**src/pcs_pkg.sv**
```systemverilog
`default_nettype none
package pcs_pkg;

  // ****************************************************************
  // Register map (byte addresses)
  // ****************************************************************
  localparam logic [7:0] ADR_CS1_BASE = 8'h00;
  localparam logic [7:0] ADR_CS2_BASE = 8'h04;
  localparam logic [7:0] ADR_CS1_MODE = 8'h08;
  localparam logic [7:0] ADR_CS2_MODE = 8'h0C;
  localparam logic [7:0] ADR_STATUS   = 8'h10;
  localparam logic [7:0] ADR_PAD_CFG  = 8'h14;
  localparam logic [7:0] ADR_CONTROL  = 8'h18;
  localparam logic [7:0] ADR_MST_STAT = 8'h1C;
  localparam logic [7:0] ADR_IN_WORD0 = 8'h20;
  localparam logic [7:0] ADR_IN_WORD1 = 8'h24;
  localparam logic [7:0] ADR_OUT_WORD0 = 8'h28;
  localparam logic [7:0] ADR_OUT_WORD1 = 8'h2C;
  localparam logic [7:0] ADR_MST_ADRL = 8'h30;
  localparam logic [7:0] ADR_MST_ADRH = 8'h34;
  localparam logic [7:0] ADR_MST_DATA = 8'h38;
  localparam logic [7:0] ADR_MST_CMD  = 8'h3C;

  // ****************************************************************
  // Reset values and field layout
  // ****************************************************************
  localparam logic [15:0] RST_CS1_BASE = 16'h0200;
  localparam logic [15:0] RST_CS2_BASE = 16'h0600;
  localparam logic [15:0] BASE_MASK    = 16'hFF88;
  localparam logic [15:0] MODE_MASK    = 16'hF8FF;
  localparam logic [3:0]  RST_OB_EMPTY = 4'hF;
  localparam logic [12:0] RST_HOST_SYNC = 13'h1C00;
  localparam int ACK_HANDLING_MODE_POS   = 14;
  localparam int ALT_MASTER_WAIT_STATES_POS = 11;
  localparam int DWB_POS    = 6;
  localparam int DWM_POS    = 2;
  localparam int DWE_POS    = 0;
  localparam int CTL_SLAVE  = 0;
  localparam int CTL_CALOE  = 1;
  localparam int CTL_ALTM   = 2;
  localparam int PAD_TTL    = 0;
  localparam int PAD_SECSEL = 1;
  localparam int CMD_READ   = 0;
  localparam int CMD_START  = 1;

  localparam logic [1:0] ACK_NONE    = 2'h0;
  localparam logic [1:0] ACK_TIMEOUT = 2'h1;
  localparam logic [1:0] ACK_WAIT    = 2'h2;

  // ****************************************************************
  // Timing: the access engine counts quarter instruction cycles
  // ****************************************************************
  localparam int CLK_NS      = 8;
  localparam int TCY_NS      = 32;
  localparam int QTR_CLKS    = (TCY_NS / 4 + CLK_NS - 1) / CLK_NS;
  localparam int QTR_PER_TCY = 4;
  localparam int AMW_OFFSET  = 3;
  localparam int ACK_MAX_TCY = 255;

  typedef enum logic [2:0] {
    PCS_IDLE   = 3'b000,
    PCS_ALTW   = 3'b001,
    PCS_SETUP  = 3'b010,
    PCS_STROBE = 3'b011,
    PCS_HOLD   = 3'b100
  } pcs_state_t;

endpackage : pcs_pkg
`default_nettype wire

```
**src/pcs_buf_mem.sv**
```systemverilog
`timescale 1ns/100ps
`default_nettype none
module pcs_buf_mem #(
  parameter int AW = 1
) (
  input  wire logic          ref_clk,
  input  wire logic          rst_b,
  input  wire logic          wr_en,
  input  wire logic [1:0]    wr_be,
  input  wire logic [AW-1:0] wr_addr,
  input  wire logic [15:0]   wr_data,
  input  wire logic [AW-1:0] rd_addr,
  output logic      [15:0]   rd_data_q
);

  logic [15:0] mem_q [2**AW];

  always_ff @(posedge ref_clk) begin
    if (!rst_b) begin
      for (int i = 0; i < 2**AW; i++) begin
        mem_q[i] <= 16'h0000;
      end
    end else if (wr_en) begin
      if (wr_be[0]) begin
        mem_q[wr_addr][7:0] <= wr_data[7:0];
      end
      if (wr_be[1]) begin
        mem_q[wr_addr][15:8] <= wr_data[15:8];
      end
    end
  end

  always_ff @(posedge ref_clk) begin
    if (!rst_b) begin
      rd_data_q <= 16'h0000;
    end else begin
      rd_data_q <= mem_q[rd_addr];
    end
  end

endmodule : pcs_buf_mem
`default_nettype wire

```
**src/pcs_top.sv**
```systemverilog
`timescale 1ns/100ps
`default_nettype none
module pcs_top (
  input  wire logic        ref_clk,
  input  wire logic        rst_b,
  input  wire logic [7:0]  reg_addr,
  input  wire logic [15:0] reg_wdata,
  input  wire logic        reg_wr,
  input  wire logic        reg_rd,
  output logic      [15:0] reg_rdata,
  input  wire logic        host_cs_b,
  input  wire logic        host_rd_b,
  input  wire logic        host_wr_b,
  input  wire logic [1:0]  host_addr,
  input  wire logic [7:0]  host_d_in,
  output logic      [7:0]  host_d_out,
  output logic             host_d_oe_b,
  input  wire logic        external_acknowledge_input,
  input  wire logic [15:0] pm_d_in,
  output logic      [15:0] pm_d_out,
  output logic             pm_d_oe_b,
  output logic      [23:0] pm_addr,
  output logic             pm_cs1,
  output logic             pm_cs2,
  output logic             pm_rd_strobe,
  output logic             pm_wr_strobe,
  input  wire logic        cal_seconds_clk,
  input  wire logic        cal_alarm_pulse,
  output logic             cal_pin_out,
  output logic             cal_pin_oe_b,
  output logic             input_threshold_select
);

  // ****************************************************************
  // Register file
  // ****************************************************************
  logic [15:0] cs1_base_q, cs2_base_q, cs1_mode_q, cs2_mode_q;
  logic [1:0]  pad_q;
  logic [2:0]  ctrl_q;
  logic [23:0] madr_q;
  logic [15:0] mdata_q;
  logic        timeout_q;
  logic        wr_hit;

  assign wr_hit = reg_wr;

  function automatic logic [23:0] base_of(input logic [15:0] r);
    base_of = {r[15:7], 3'b000, r[3], 11'h000};
  endfunction : base_of

  always_ff @(posedge ref_clk) begin
    if (!rst_b) begin
      cs1_base_q <= pcs_pkg::RST_CS1_BASE;
      cs2_base_q <= pcs_pkg::RST_CS2_BASE;
    end else if (wr_hit && reg_addr == pcs_pkg::ADR_CS1_BASE) begin
      cs1_base_q <= reg_wdata & pcs_pkg::BASE_MASK;
    end else if (wr_hit && reg_addr == pcs_pkg::ADR_CS2_BASE) begin
      cs2_base_q <= reg_wdata & pcs_pkg::BASE_MASK;
    end
  end

  always_ff @(posedge ref_clk) begin
    if (!rst_b) begin
      cs1_mode_q <= 16'h0000;
      cs2_mode_q <= 16'h0000;
      pad_q      <= 2'h0;
      ctrl_q     <= 3'h0;
    end else if (wr_hit) begin
      case (reg_addr)
        pcs_pkg::ADR_CS1_MODE: cs1_mode_q <= reg_wdata & pcs_pkg::MODE_MASK;
        pcs_pkg::ADR_CS2_MODE: cs2_mode_q <= reg_wdata & pcs_pkg::MODE_MASK;
        pcs_pkg::ADR_PAD_CFG:  pad_q <= reg_wdata[1:0];
        pcs_pkg::ADR_CONTROL:  ctrl_q <= reg_wdata[2:0];
        default: begin
        end
      endcase
    end
  end

  logic slave_mode;
  assign slave_mode = ctrl_q[pcs_pkg::CTL_SLAVE];
  assign input_threshold_select = pad_q[pcs_pkg::PAD_TTL];

  // ****************************************************************
  // Calendar pin
  // ****************************************************************
  always_ff @(posedge ref_clk) begin
    if (!rst_b) begin
      cal_pin_out  <= 1'b0;
      cal_pin_oe_b <= 1'b1;
    end else begin
      cal_pin_out  <= pad_q[pcs_pkg::PAD_SECSEL] ? cal_seconds_clk
                                                  : cal_alarm_pulse;
      cal_pin_oe_b <= ~ctrl_q[pcs_pkg::CTL_CALOE];
    end
  end

  // ****************************************************************
  // Host pin synchronisers
  // ****************************************************************
  logic [12:0] hs1_q, hs2_q;
  logic        hwr_prev_q, hrd_prev_q;
  logic        h_wr, h_rd, h_wr_ev, h_rd_ev;
  logic [1:0]  h_adr;
  logic [7:0]  h_din;

  always_ff @(posedge ref_clk) begin
    if (!rst_b) begin
      hs1_q      <= pcs_pkg::RST_HOST_SYNC;
      hs2_q      <= pcs_pkg::RST_HOST_SYNC;
      hwr_prev_q <= 1'b0;
      hrd_prev_q <= 1'b0;
    end else begin
      // Raw pins are flopped twice before any gate sees them, so no glitch is sampled.
      hs1_q      <= {host_cs_b, host_wr_b, host_rd_b, host_addr, host_d_in};
      hs2_q      <= hs1_q;
      hwr_prev_q <= h_wr;
      hrd_prev_q <= h_rd;
    end
  end

  assign h_wr    = ~hs2_q[12] & ~hs2_q[11];
  assign h_rd    = ~hs2_q[12] & ~hs2_q[10];
  assign h_adr   = hs2_q[9:8];
  assign h_din   = hs2_q[7:0];
  assign h_wr_ev = h_wr & ~hwr_prev_q & slave_mode;
  assign h_rd_ev = h_rd & ~hrd_prev_q & slave_mode;

  // ****************************************************************
  // Slave buffers and their flags
  // ****************************************************************
  logic [3:0]  ib_full_q, ob_empty_q;
  logic [3:0]  ib_set, ib_clr, ob_set, ob_clr;
  logic        input_overflow_q, output_underflow_q;
  logic        loc_rd_in, loc_wr_out;
  logic [15:0] in_rdata, out_rdata;
  logic        hsel_q;
  logic        hrd_pend_q;

  function automatic logic [3:0] word_bits(input logic w);
    word_bits = w ? 4'hC : 4'h3;
  endfunction : word_bits

  assign loc_rd_in = reg_rd && (reg_addr == pcs_pkg::ADR_IN_WORD0 ||
                                reg_addr == pcs_pkg::ADR_IN_WORD1);
  assign loc_wr_out = wr_hit && (reg_addr == pcs_pkg::ADR_OUT_WORD0 ||
                                 reg_addr == pcs_pkg::ADR_OUT_WORD1);

  always_comb begin
    ib_set = 4'h0;
    ib_clr = 4'h0;
    ob_set = 4'h0;
    ob_clr = 4'h0;
    if (slave_mode) begin
      if (h_wr_ev) begin
        ib_set = 4'h1 << h_adr;
      end
      if (h_rd_ev) begin
        ob_set = word_bits(h_adr[1]);
      end
      if (loc_rd_in) begin
        ib_clr = word_bits(reg_addr[2]);
      end
      if (loc_wr_out) begin
        ob_clr = word_bits(reg_addr[2]);
      end
    end
  end

  // A flag set by the host wins over a clear in the same cycle.
  always_ff @(posedge ref_clk) begin
    if (!rst_b) begin
      ib_full_q  <= 4'h0;
      ob_empty_q <= pcs_pkg::RST_OB_EMPTY;
    end else begin
      ib_full_q  <= (ib_full_q & ~ib_clr) | ib_set;
      ob_empty_q <= (ob_empty_q & ~ob_clr) | ob_set;
    end
  end

  // Overflow and underflow clear when software writes a zero to them.
  always_ff @(posedge ref_clk) begin
    if (!rst_b) begin
      input_overflow_q <= 1'b0;
      output_underflow_q <= 1'b0;
    end else begin
      input_overflow_q <= (wr_hit && reg_addr == pcs_pkg::ADR_STATUS ? reg_wdata[14] : input_overflow_q)
                | (h_wr_ev & ib_full_q[h_adr]);
      output_underflow_q <= (wr_hit && reg_addr == pcs_pkg::ADR_STATUS ? reg_wdata[6] : output_underflow_q)
                | (h_rd_ev & ob_empty_q[h_adr]);
    end
  end

  pcs_buf_mem #(.AW(1)) u_in_buf (
    .ref_clk   (ref_clk),
    .rst_b     (rst_b),
    .wr_en     (h_wr_ev),
    .wr_be     (h_adr[0] ? 2'b10 : 2'b01),
    .wr_addr   (h_adr[1]),
    .wr_data   ({h_din, h_din}),
    .rd_addr   (reg_addr[2]),
    .rd_data_q (in_rdata)
  );

  pcs_buf_mem #(.AW(1)) u_out_buf (
    .ref_clk   (ref_clk),
    .rst_b     (rst_b),
    .wr_en     (loc_wr_out & slave_mode),
    .wr_be     (2'b11),
    .wr_addr   (reg_addr[2]),
    .wr_data   (reg_wdata),
    .rd_addr   (h_adr[1]),
    .rd_data_q (out_rdata)
  );

  // Host read data reach the pins two cycles after the synchronised strobe.
  always_ff @(posedge ref_clk) begin
    if (!rst_b) begin
      hsel_q      <= 1'b0;
      hrd_pend_q  <= 1'b0;
      host_d_out  <= 8'h00;
      host_d_oe_b <= 1'b1;
    end else begin
      hsel_q     <= h_adr[0];
      hrd_pend_q <= h_rd_ev;
      if (hrd_pend_q) begin
        host_d_out <= hsel_q ? out_rdata[15:8] : out_rdata[7:0];
      end
      host_d_oe_b <= ~(h_rd & slave_mode);
    end
  end

  // ****************************************************************
  // Master access engine
  // ****************************************************************
  pcs_pkg::pcs_state_t state_q;
  logic [10:0] cnt_q, ack_cnt_q;
  logic        is_read_q, sel_cs2_q, ack_s1_q, ack_s2_q;
  logic [15:0] pd_s1_q, pd_s2_q, mode;
  logic [1:0]  ack_handling_mode;
  logic [3:0]  dwm;
  logic        start, cs2_hit, cs1_hit, cs2_zero;
  logic [10:0] setup_len, strobe_len, hold_len, altw_len, ack_limit;

  assign start = wr_hit && reg_addr == pcs_pkg::ADR_MST_CMD &&
                 reg_wdata[pcs_pkg::CMD_START] && !slave_mode &&
                 state_q == pcs_pkg::PCS_IDLE;

  assign cs2_zero = (cs2_base_q == 16'h0000);
  assign cs2_hit  = !cs2_zero && madr_q >= base_of(cs2_base_q);
  assign cs1_hit  = !cs2_hit && madr_q >= base_of(cs1_base_q);

  assign mode = sel_cs2_q ? cs2_mode_q : cs1_mode_q;
  assign ack_handling_mode = mode[pcs_pkg::ACK_HANDLING_MODE_POS +: 2];
  assign dwm  = mode[pcs_pkg::DWM_POS +: 4];

  always_comb begin
    altw_len  = 11'((32'(mode[pcs_pkg::ALT_MASTER_WAIT_STATES_POS +: 3]) + pcs_pkg::AMW_OFFSET)
                    * pcs_pkg::QTR_PER_TCY * pcs_pkg::QTR_CLKS);
    setup_len = 11'((32'(mode[pcs_pkg::DWB_POS +: 2]) * pcs_pkg::QTR_PER_TCY + 1)
                    * pcs_pkg::QTR_CLKS);
    strobe_len = 11'((32'(dwm) * pcs_pkg::QTR_PER_TCY + (is_read_q ? 3 : 2))
                     * pcs_pkg::QTR_CLKS);
    hold_len  = 11'((32'(mode[pcs_pkg::DWE_POS +: 2]) * pcs_pkg::QTR_PER_TCY
                     + (is_read_q ? 0 : 1)) * pcs_pkg::QTR_CLKS);
    ack_limit = 11'((dwm == 4'h0 ? pcs_pkg::ACK_MAX_TCY : 32'(dwm))
                    * pcs_pkg::QTR_PER_TCY * pcs_pkg::QTR_CLKS);
  end

  always_ff @(posedge ref_clk) begin
    if (!rst_b) begin
      ack_s1_q <= 1'b0;
      ack_s2_q <= 1'b0;
      pd_s1_q  <= 16'h0000;
      pd_s2_q  <= 16'h0000;
    end else begin
      ack_s1_q <= external_acknowledge_input;
      ack_s2_q <= ack_s1_q;
      pd_s1_q  <= pm_d_in;
      pd_s2_q  <= pd_s1_q;
    end
  end

  always_ff @(posedge ref_clk) begin
    if (!rst_b) begin
      madr_q <= 24'h000000;
    end else if (wr_hit && reg_addr == pcs_pkg::ADR_MST_ADRL) begin
      madr_q[15:0] <= reg_wdata;
    end else if (wr_hit && reg_addr == pcs_pkg::ADR_MST_ADRH) begin
      madr_q[23:16] <= reg_wdata[7:0];
    end
  end

  logic strobe_done, ack_abort;
  assign strobe_done = (cnt_q + 11'h001 >= strobe_len) &&
                       (ack_handling_mode == pcs_pkg::ACK_NONE || ack_handling_mode == 2'h3 ||
                        ack_s2_q);
  assign ack_abort = ack_handling_mode == pcs_pkg::ACK_TIMEOUT &&
                     ack_cnt_q + 11'h001 >= ack_limit && !ack_s2_q;

  always_ff @(posedge ref_clk) begin
    if (!rst_b) begin
      state_q   <= pcs_pkg::PCS_IDLE;
      cnt_q     <= 11'h000;
      ack_cnt_q <= 11'h000;
      is_read_q <= 1'b0;
      sel_cs2_q <= 1'b0;
    end else begin
      cnt_q <= cnt_q + 11'h001;
      case (state_q)
        pcs_pkg::PCS_IDLE: begin
          cnt_q <= 11'h000;
          if (start) begin
            is_read_q <= reg_wdata[pcs_pkg::CMD_READ];
            sel_cs2_q <= cs2_hit;
            state_q   <= ctrl_q[pcs_pkg::CTL_ALTM] ? pcs_pkg::PCS_ALTW
                                                   : pcs_pkg::PCS_SETUP;
          end
        end
        pcs_pkg::PCS_ALTW: begin
          if (cnt_q + 11'h001 >= altw_len) begin
            cnt_q   <= 11'h000;
            state_q <= pcs_pkg::PCS_SETUP;
          end
        end
        pcs_pkg::PCS_SETUP: begin
          ack_cnt_q <= 11'h000;
          if (cnt_q + 11'h001 >= setup_len) begin
            cnt_q   <= 11'h000;
            state_q <= pcs_pkg::PCS_STROBE;
          end
        end
        pcs_pkg::PCS_STROBE: begin
          ack_cnt_q <= ack_cnt_q + 11'h001;
          if (strobe_done || ack_abort) begin
            cnt_q   <= 11'h000;
            state_q <= (hold_len == 11'h000) ? pcs_pkg::PCS_IDLE
                                             : pcs_pkg::PCS_HOLD;
          end else if (cnt_q + 11'h001 >= strobe_len) begin
            cnt_q <= cnt_q; // Strobe held while the acknowledge is awaited.
          end
        end
        pcs_pkg::PCS_HOLD: begin
          if (cnt_q + 11'h001 >= hold_len) begin
            state_q <= pcs_pkg::PCS_IDLE;
          end
        end
        default: state_q <= pcs_pkg::PCS_IDLE;
      endcase
    end
  end

  // Sticky time-out; software clears it by writing one, a new event wins.
  always_ff @(posedge ref_clk) begin
    if (!rst_b) begin
      timeout_q <= 1'b0;
    end else begin
      timeout_q <= (timeout_q & ~(wr_hit && reg_addr == pcs_pkg::ADR_MST_STAT
                                  && reg_wdata[0]))
                   | (state_q == pcs_pkg::PCS_STROBE && ack_abort);
    end
  end

  always_ff @(posedge ref_clk) begin
    if (!rst_b) begin
      mdata_q <= 16'h0000;
    end else if (state_q == pcs_pkg::PCS_STROBE && is_read_q
                 && (strobe_done || ack_abort)) begin
      mdata_q <= pd_s2_q;
    end else if (wr_hit && reg_addr == pcs_pkg::ADR_MST_DATA) begin
      mdata_q <= reg_wdata;
    end
  end

  logic active;
  assign active = state_q != pcs_pkg::PCS_IDLE;

  always_ff @(posedge ref_clk) begin
    if (!rst_b) begin
      pm_addr      <= 24'h000000;
      pm_d_out     <= 16'h0000;
      pm_d_oe_b    <= 1'b1;
      pm_cs1       <= 1'b0;
      pm_cs2       <= 1'b0;
      pm_rd_strobe <= 1'b0;
      pm_wr_strobe <= 1'b0;
    end else begin
      pm_addr      <= madr_q;
      pm_d_out     <= mdata_q;
      pm_d_oe_b    <= ~(active && state_q != pcs_pkg::PCS_ALTW && !is_read_q);
      pm_cs1       <= active && !sel_cs2_q && cs1_hit;
      pm_cs2       <= active && sel_cs2_q;
      pm_rd_strobe <= state_q == pcs_pkg::PCS_STROBE && is_read_q;
      pm_wr_strobe <= state_q == pcs_pkg::PCS_STROBE && !is_read_q;
    end
  end

  // ****************************************************************
  // Register read port
  // ****************************************************************
  logic [15:0] rd_q;
  logic        rd_mem_q;

  always_ff @(posedge ref_clk) begin
    if (!rst_b) begin
      rd_q     <= 16'h0000;
      rd_mem_q <= 1'b0;
    end else begin
      rd_mem_q <= loc_rd_in;
      rd_q     <= 16'h0000;
      if (reg_rd) begin
        case (reg_addr)
          pcs_pkg::ADR_CS1_BASE: rd_q <= cs1_base_q;
          pcs_pkg::ADR_CS2_BASE: rd_q <= cs2_base_q;
          pcs_pkg::ADR_CS1_MODE: rd_q <= cs1_mode_q;
          pcs_pkg::ADR_CS2_MODE: rd_q <= cs2_mode_q;
          pcs_pkg::ADR_STATUS: rd_q <= {&ib_full_q, input_overflow_q, 2'b00, ib_full_q,
                                        &ob_empty_q, output_underflow_q, 2'b00,
                                        ob_empty_q};
          pcs_pkg::ADR_PAD_CFG:  rd_q <= {14'h0000, pad_q};
          pcs_pkg::ADR_CONTROL:  rd_q <= {13'h0000, ctrl_q};
          pcs_pkg::ADR_MST_STAT: rd_q <= {active, 14'h0000, timeout_q};
          pcs_pkg::ADR_MST_ADRL: rd_q <= madr_q[15:0];
          pcs_pkg::ADR_MST_ADRH: rd_q <= {8'h00, madr_q[23:16]};
          pcs_pkg::ADR_MST_DATA: rd_q <= mdata_q;
          default:               rd_q <= 16'h0000;
        endcase
      end
    end
  end

  assign reg_rdata = rd_mem_q ? in_rdata : rd_q;

endmodule : pcs_top
`default_nettype wire

```
**config.mk**
```make
export PLATFORM = sky130hd
export DESIGN_NAME = pcs_top
export DESIGN_NICKNAME = d
export VERILOG_FILES = /design/src/pcs_pkg.sv /design/src/pcs_buf_mem.sv /design/src/pcs_top.sv
export SDC_FILE = /design/constraint.sdc
export NUM_CORES = 1
export LEC_CHECK = 0
export ABC_AREA = 1
export BUFFER_PORTS_ARGS = -buffer_cell sky130_fd_sc_hd__clkbuf_2
export CORE_UTILIZATION = 50
export CTS_CLUSTER_DIAMETER = 200
export DETAILED_ROUTE_END_ITERATION = 6
export PLACE_DENSITY_LB_ADDON = 0.08
export SETUP_SLACK_MARGIN = 0.02
export SKIP_LAST_GASP = 1
export SLEW_MARGIN = 5
export SYNTH_ARGS = -nofsm -noshare
export SYNTH_HDL_FRONTEND = slang
export SYNTH_HIERARCHICAL = 1
export SYNTH_SLANG_ARGS = --single-unit
```
**constraint.sdc**
```tcl
create_clock -name ref_clk -period 7.8 [get_ports ref_clk]
set_input_delay 0.39 -clock ref_clk [delete_from_list [all_inputs] [get_ports ref_clk]]
set_output_delay 0.39 -clock ref_clk [all_outputs]
set_load 0.01 [all_outputs]
```
======== After elaboration in Yosys (flattened, before gate mapping) ========
Memories as Yosys holds them, arrays and structs flattened. A register that Yosys moved wholly into a read port is not among the register bits.
Cells that the tools add are included.
storage, ports and cells
  memory bits (writable) .................. 64
  register bits after elaboration ......... 266
  memories ................................ 2
memories
  name             depth  bits a word  rd ports  clocked after Yosys merged registers in  write ports  line               RTL
  u_in_buf.mem_q   2      16           1         1                                        2            pcs_buf_mem.sv:16  logic [15:0] mem_q [2**AW];
  u_out_buf.mem_q  2      16           1         1                                        2            pcs_buf_mem.sv:16
cells by class
  $add $sub $neg .......................... 6
  mux-type cells .......................... 59
  reductions and logical operators ........ 63
  magnitude comparators ................... 8
  equal/unequal tests ..................... 28
  shift-type cells ........................ 1
  bitwise logic cells ..................... 31
operators with widths
  kind                   count
  $pmux 16 s11           1
  $mux 16                6
  $eq 8x6->1 const B     8
  $ge 24x24->1           2
  $mux 11                4
  $pmux 11 s4            1
  $mux 4                 10
  $eq 8x5->1 const B     4
  $reduce_or 16->1       2
  $logic_and 1x1->1      28
  $add 11x1->11 const B  2
  $ge 11x5->1            2
  $mux 1                 22
  $pmux 11 s2            1
  $mux 3                 6
  $eq 8x4->1 const B     2
  $logic_not 16->1       1
  $mux 8                 2
  $reduce_and 2->1       8
  $pmux 3 s5             1
  $and 1x1->1            11
  $ge 11x10->1           1
  $ge 11x6->1            1
  $ge 11x7->1            1
  33 further kinds       69

======== Depth between registers and ports, before layout ========
Gate-level depths: netlist of run 1.
  depth in word-level cells ............... 9
  gate-level depth with buffers ........... 27

======== Hierarchy ========
The synthesis of run 1 kept the hierarchy.
modules (own cells, without submodules)
  module       area each (µm²)  instances  sequential area each (µm²)  cells each
  pcs_top      11881.4          1          5325.1                      1603
  pcs_buf_mem  1770.4           2          1281.2                      159

======== Worst setup path after synthesis of run 1 ========
OpenSTA, ideal clock, no wires.
  path kind ............................... reg-to-reg
  start point ............................. register sel_cs2_q
  end point ............................... register cnt_q[1]
  arrival time ............................ 2665 ps
  buffers on the path ..................... 0
  setup time .............................. 110 ps
  path slack .............................. 5025 ps
  cell stages (with the launch flop) ...... 26
  data required time ...................... 7690 ps
  cells stage by stage .................... dfxtp_1 -> inv_1 -> or2_2 -> o21ai_0 -> nand4_1 -> inv_1 -> nor2_1 -> ha_1 -> nand2_1 -> inv_1 -> nand2_1 -> nand2_1 -> nand2_1 -> nand2_1 -> nand2_1 -> nand2_1 -> nand2_1 -> nand2_1 -> nand2_1 -> nand2_1 -> nand2_1 -> nand4_2 -> inv_2 -> nand2_1 -> nand2_1 -> nor2_1
on the way
  longest elaborated chain between the ends .. 9
  elaborated cells on any way between the ends .. 24
  those cells by class .................... add/sub (3); order compare (4); eq/ne (3); mux (6); reduce/logical (8)
RTL lines
  item                                                 line            RTL
  from (decl)                                          pcs_top.sv:238  logic is_read_q, sel_cs2_q, ack_s1_q, ack_s2_q;
  from (signal assigned)                               pcs_top.sv:315  sel_cs2_q <= cs2_hit;
  $mux 16 (*)                                          pcs_top.sv:253  assign mode = sel_cs2_q ? cs2_mode_q : cs1_mode_q;
  branches (longest 8 deep; another with $ge 11x7->1)  --
  to (signal assigned)                                 pcs_top.sv:309  cnt_q <= cnt_q + 11'h001;
  to (signal assigned)                                 pcs_top.sv:340  cnt_q <= cnt_q;
  to (decl)                                            pcs_top.sv:237  logic [10:0] cnt_q, ack_cnt_q;
Every way passes the cells marked *.
A chain may end at the register's enable or synchronous reset.

======== Worst setup path in the final report of run 1 ========
Ends and elaborated chain as after synthesis.

==> results of run 1 <==
## worst max-delay path by stage
stage / endpoint / slack, ps / cells past startpoint
after floorplan: cnt_q[1] / 5020 / 25
after global placement: mdata_q[1] / 4100 / 26
after detailed placement: mdata_q[3] / 3930 / 23
after CTS: mdata_q[2] / 3950 / 23
after global routing: mdata_q[3] / 3410 / 23
final: cnt_q[1] / 3960 / 23
## metrics by stage
step,setup WS (ps),util,total power [W]
finish,3960,0.586,0.00406
global route,3410,0.586,0.00422
CTS,3950,0.586,0.00409
detailed placement,3930,0.545,0.00231
global placement,4100,0.545,0.00231
floorplan,5020,-,0.00221
## area by class of cell
| type | instances | area share |
|---|---|---|
| sequential | 362 | 0.449 |
| multi-input combinational | 1178 | 0.344 |
| inverter | 313 | 0.0669 |
| clock buffer | 56 | 0.0622 |
| timing repair buffer | 140 | 0.0414 |
| tap | 390 | 0.0278 |
| clock inverter | 14 | 0.00834 |
## cells by family (layout without fill, tap and decap cells)
family	after synthesis	in the layout	synth area share
fa+ha+maj	49	49	0.0398
mux	17	17	0.0123
simple gates	761	761	0.214
compound gates	340	340	0.121
buf+inv	384	523	0.0978
flops	362	362	0.511
other cells	1	4	0.000243
xor+xnor	7	7	0.00398
## cell usage in the layout (no fill, tap or decap), drive strengths merged, types with 24 or more instances in the layout
cell type,synthesis,routed
nand3,78,78
inv,310,311
clkbuf,48,187
dfxtp,298,298
nand4,24,24
edfxtp,64,64
o21ai,157,157
ha,49,49
a21oi,126,126
nor2,225,225
nand2,380,380
## critical path, cell delays in order, from the launching register on
cell	delay, ps
sky130_fd_sc_hd__dfxtp_1	640
sky130_fd_sc_hd__inv_1	230
sky130_fd_sc_hd__or2_2	330
sky130_fd_sc_hd__o21ai_0	140
sky130_fd_sc_hd__nand4_1	370
sky130_fd_sc_hd__inv_1	190
sky130_fd_sc_hd__nor2_1	60
sky130_fd_sc_hd__ha_1	290
sky130_fd_sc_hd__a21oi_1	150
sky130_fd_sc_hd__nand2_1	70
sky130_fd_sc_hd__nand2_1	50
sky130_fd_sc_hd__nand2_1	50
sky130_fd_sc_hd__nand2_1	50
sky130_fd_sc_hd__nand2_1	40
sky130_fd_sc_hd__nand2_1	50
sky130_fd_sc_hd__nand2_1	40
sky130_fd_sc_hd__nand2_1	50
sky130_fd_sc_hd__nand2_1	60
sky130_fd_sc_hd__nand2_1	170
sky130_fd_sc_hd__nand4_2	250
sky130_fd_sc_hd__inv_2	260
sky130_fd_sc_hd__nand2_1	90
sky130_fd_sc_hd__nand2_1	80
sky130_fd_sc_hd__nor2_1	40
## flip-flops by register name, indices dropped and copies added (netlist names), 3 cells and up
signal,count
madr_q,24
u_out_buf/mem_q,32
host_d_out,8
cs2_base_q,10
rd_q,16
cs2_mode_q,13
ctrl_q,3
pd_s1_q,16
cs1_mode_q,13
state_q,3
u_in_buf/rd_data_q,16
cnt_q,11
u_in_buf/mem_q,32
u_out_buf/rd_data_q,16
ib_full_q,4
pm_d_out,16
pm_addr,24
mdata_q,16
hs1_q,13
pd_s2_q,16
hs2_q,13
cs1_base_q,10
ack_cnt_q,11
ob_empty_q,4
## layer usage
layer  share of wire  GRT usage  up-vias
met1            0.44      0.356     5862
li1                -          -     6408
met5               0          0        -
met3           0.069     0.0448      102
met2            0.45      0.423      478
met4           0.041      0.121        0
## power by group through the flow
stage | Combinational, W | Sequential [W] | Clock [W]
floorplan | 0.000209 | 0.00200 | 0
global placement | 0.000292 | 0.00201 | 0
detailed placement | 0.000293 | 0.00201 | 0
CTS | 0.000295 | 0.00197 | 0.00182
global route | 0.000334 | 0.00198 | 0.00190
finish | 0.000296 | 0.00197 | 0.00179
==> parameters.txt, run 1 <==
Parameter                              Value

Timing
  Fmax    261 MHz
  Pins Over Slew Limit    0
  Minimum period implied by the final worst setup slack    3840 ps
  Final-layout setup total negative slack    0 ps
  Post-route clock period utilization    0.492
  Worst slew margin relative to its limit    0.272
  Transition time at the pin with the least slew margin    1090 ps
  Total count of hold-check failures in the final report    0
  Number of setup violations in the final report    0
  Minimum hold slack    37.0 ps
  Maximum clock skew at final layout    15.7 ps
  RSZ-0062 raised after global routing    no

Min path
  Source of the worst hold timing path    pm_d_in[8]
  Class of the most critical hold timing path    in -> reg
  Cells on Worst Hold Path    3
  Hold Path End    pd_s1_q[8]

Synthesis
  Area share of the largest cell type after synthesis    0.387
  Post-synthesis cell area    15400 um2
  Number of enable flip-flop cells after synthesis    64
  Share of synthesized area occupied by flip-flops and latches    0.511
  Asr flop ratio synth    0
  Mean instance size in the synthesized netlist    8.03 um2
  Synth unique cells    53
  Synth cell count leaders    sky130_fd_sc_hd__nand2_1 (372), sky130_fd_sc_hd__inv_1 (307), sky130_fd_sc_hd__dfxtp_1 (298)
  Post-synthesis instance total    1921
  Synth Flop Type    sky130_fd_sc_hd__dfxtp_1
  Area contributors post-synth    sky130_fd_sc_hd__dfxtp_1 (39%), sky130_fd_sc_hd__edfxtp_1 (12%), sky130_fd_sc_hd__nand2_1 (9.1%)
  Cell type with the largest total area after synthesis    sky130_fd_sc_hd__dfxtp_1
  Leading cell type by number of instances after synthesis    sky130_fd_sc_hd__nand2_1
  Flip-flop and latch count after synthesis    362
  Warnings, synthesis    6

CTS
  Clk_lat worst skew    530 ps
  Max H-tree Level    2
  Number of buffers added to fix hold violations after cts    0
  Post-CTS setup buffers    0
  Root Driver    sky130_fd_sc_hd__clkbuf_16
  CTS tree    built
  Clock sinks    362
  Cells resized by post-CTS repair    0
  TritonCTS buffer count    39
  Clk pin slew, worst setup/hold paths    60 ps
  Deepest clock path buffer count    3

Global route
  Initial antenna violation count    0
  Vias in the first global route    11876
  Overflow left after global routing    0
  All-layer global routing usage    0.267
  First-pass GRT wire length    64500 um
  Largest net degree at the start of global routing    96

Critical path
  Worst R2R Start    sel_cs2_q
  Worst setup path startpoint    sel_cs2_q
  Data arrival time of the worst path    4260 ps
  Worst r2r dst    cnt_q[1]
  Kind of critical path    reg -> reg
  Critical Path Sink Type    register
  Worst reg2reg setup slack    3960 ps
  R2R cell count    23
  Crit Path Max Fanout    20
  Crit start category    register
  Required time of the critical path    8220 ps

Pwr
  Peak supply drop    0.152 mV
  Combinational Power Share    0.073
  Internal power    0.00308 W
  Lkg Pwr    8.37 nW
  Total power density per cell area    231 nW/um2
  Sequential share of power    0.487
  Switching share of total power    0.241
  Clk network pwr share    0.440
  Reported net switching power    0.000979 W

Placement
  Weighted congestion reported at the end of routability-driven placement    0.978
  Number of buffers inserted by port buffering    132
  Half-perimeter wire length after placement    30100 um
  Placed Cells    2383
  Total cell area at the placement stage    16300 um2

Finish
  Area of the multi-input gates    6040 um2
  Layout cell share with drive strength beyond 1    0.126
  Diode count    0
  Number of filler cells placed in the layout    2767
  Final std cells w/o fill    2453
  Area growth from synthesis to layout    13.8%
  Final standard cell area without fillers    17600 um2
  FF/Latch Area    7890 um2
  Number of nets in the layout    2143

Route
  Antenna Violating Nets Remaining    0
  Routed Wire Length    41300 um
  Detailed-router iteration count before antenna repair    5
  Average wire length per cell after detail routing    16.8 um
  DRC errors left    0
  Via-per-instance ratio    5.24
  Violation count after the first detailed-route iteration    1200
  Routed via count    12850

Die
  Standard-cell row count    63
  X dimension of the die    178 um
  Area of the core    30000 um2
  Die Footprint    31600 um2
  Count of pins on the block boundary    133
  Die Y-Extent    178 um
  Starting density of the core    0.515

Run status
  Outcome    finished clean

Flow run
  Total of max-cap violations    0
(Power assumes the default switching activity.)
==> inputs of run 2 (changes only) <==
clock period = 3.3 ns   (was 7.8 ns; I/O delays follow)
==> parameters.txt, run 2 (same netlist as run 1, synthesis figures left out) <==
Parameter                              Value

Timing
  Pins Over Slew Limit    0
  Minimum hold slack    16.7 ps
  Worst-case setup margin in the final layout    355 ps
  Worst slew margin relative to its limit    0.448
  Post-route clock period utilization    0.893
  Total count of hold-check failures in the final report    0
  Maximum clock skew at final layout    14.9 ps
  Transition time at the pin with the least slew margin    807 ps
  Number of setup violations in the final report    0
  Fmax    340 MHz
  Final-layout setup total negative slack    0 ps
  Minimum period implied by the final worst setup slack    2950 ps
  RSZ-0062 raised after global routing    no

CTS
  Clk_lat worst skew    530 ps
  TritonCTS buffer count    38
  Max H-tree Level    2
  CTS tree    built
  Clk pin slew, worst setup/hold paths    60 ps
  Root Driver    sky130_fd_sc_hd__clkbuf_16
  Deepest clock path buffer count    3
  Clock sinks    362

Global route
  Vias in the first global route    12516
  First-pass GRT wire length    66500 um
  Initial antenna violation count    0
  Overflow left after global routing    0
  Largest net degree at the start of global routing    145
  All-layer global routing usage    0.274

Die
  Die Y-Extent    178 um
  Starting density of the core    0.515
  Area of the core    30000 um2
  Standard-cell row count    63
  Die Footprint    31600 um2
  X dimension of the die    178 um
  Count of pins on the block boundary    133

Finish
  Most used cells in the layout excluding fill and tap cells    sky130_fd_sc_hd__nand2_1 (371), sky130_fd_sc_hd__inv_1 (307), sky130_fd_sc_hd__dfxtp_1 (297), sky130_fd_sc_hd__nor2_1 (214), sky130_fd_sc_hd__o21ai_0 (145)
  Final std cells w/o fill    2511
  Diode count    0
  Biggest registers after layout    u_in_buf/mem_q (32), u_out_buf/mem_q (32)
  Number of nets in the layout    2202
  Most common cell after layout, fill and taps aside    sky130_fd_sc_hd__nand2_1
  Area growth from synthesis to layout    17.7%
  Layout cell share with drive strength beyond 1    0.132

Critical path
  Kind of critical path    reg -> reg
  Crit start category    register
  Critical Path Sink Type    register
  Worst-path cell with the longest stage delay    sky130_fd_sc_hd__dfxtp_2
  Largest stage delay on the critical path    360 ps
  Data arrival time of the worst path    3350 ps
  Crit Path Max Fanout    12
  Library cell appearing most often on the critical path    sky130_fd_sc_hd__nand2_1
  Required time of the critical path    3710 ps

Route
  DRC errors left    0
  Violation count after the first detailed-route iteration    1009
  Antenna Violating Nets Remaining    0
  Routed Wire Length    42600 um
  Routed via count    13070
  Detailed-router iteration count before antenna repair    6
  Via-per-instance ratio    5.21
  Average wire length per cell after detail routing    17.0 um

Pwr
  Peak supply drop    0.347 mV
  Lkg Pwr    8.67 nW
  Total power density per cell area    539 nW/um2

Placement
  Setup WS pre-CTS    212 ps
  Half-perimeter wire length after placement    30800 um
  Placed Cells    2403
  Weighted congestion reported at the end of routability-driven placement    0.951
  Number of buffers inserted by port buffering    132

Run status
  Outcome    finished clean

Min path
  Class of the most critical hold timing path    in -> reg

Flow run
  Total of max-cap violations    0
run 2: routing by layer:
| metal | wire length (um) | share of wire | vias to the layer above | global-route usage |
|---|---|---|---|---|
| met1 | 18600 | 0.44 | 6016 | 0.357 |
| met5 | 0 | 0 | - | 0 |
| met3 | 2850 | 0.067 | 88 | 0.0499 |
| met4 | 1350 | 0.032 | 0 | 0.0990 |
| li1 | - | - | 6528 | - |
| met2 | 19800 | 0.46 | 438 | 0.453 |
run 2: report_power, final:
| group | internal (W) | switching [W] |
|---|---|---|
| clock | 0.00264 | 0.00171 |
| sequential | 0.00460 | 0.0000657 |
| combinational | 0.000247 | 0.000520 |
run 2: metrics by stage:
stage | instance area [um2] | power (W) | utilization
CTS | 18100 | 0.00983 | 0.605
global placement | 16500 | 0.00546 | 0.550
global route | 18200 | 0.0101 | 0.606
floorplan | 15400 | 0.00523 | -
finish | 18200 | 0.00978 | 0.606
detailed placement | 16500 | 0.00547 | 0.550
run 2: cell type report:
class | count | area [um2]
Clock buffer | 55 | 1070
Clock inverter | 13 | 193
Fill cell | 2732 | 11800
Inverter | 313 | 1180
Multi-Input combinational cell | 1179 | 6060
Sequential cell | 362 | 7890
Tap cell | 390 | 488
Timing Repair Buffer | 199 | 1280
run 2: final timing paths:
| path | endpoint | startpoint | slack [ps] | cells after the start |
|---|---|---|---|---|
| worst max register to register | mdata_q[13] | sel_cs2_q | 350 | 25 |
| worst max-delay path | mdata_q[13] | sel_cs2_q | 350 | 25 |
| worst min register to register | pd_s2_q[4] | pd_s1_q[4] | 410 | 2 |
| worst min-delay path | u_out_buf/mem_q[0][3] | reg_wdata[3] | 20 | 3 |
run 2: worst max-delay path, delay by kind of cell (launching register included):
family,cells,cell delay (ps)
DFF,1,360
buffers and inverters,4,420
AOI/OAI and AO/OA,1,150
adders and majority gates,1,280
and+or+nand+nor,19,1600
run 2: timing repair:
item / in CTS / in global routing
setup buffers: 0 / 0
hold buffers: 39 / 0
resized for setup: 0 / 9
setup endpoints to repair: 0 / 30
endpoints found under the hold margin: 39 / 0
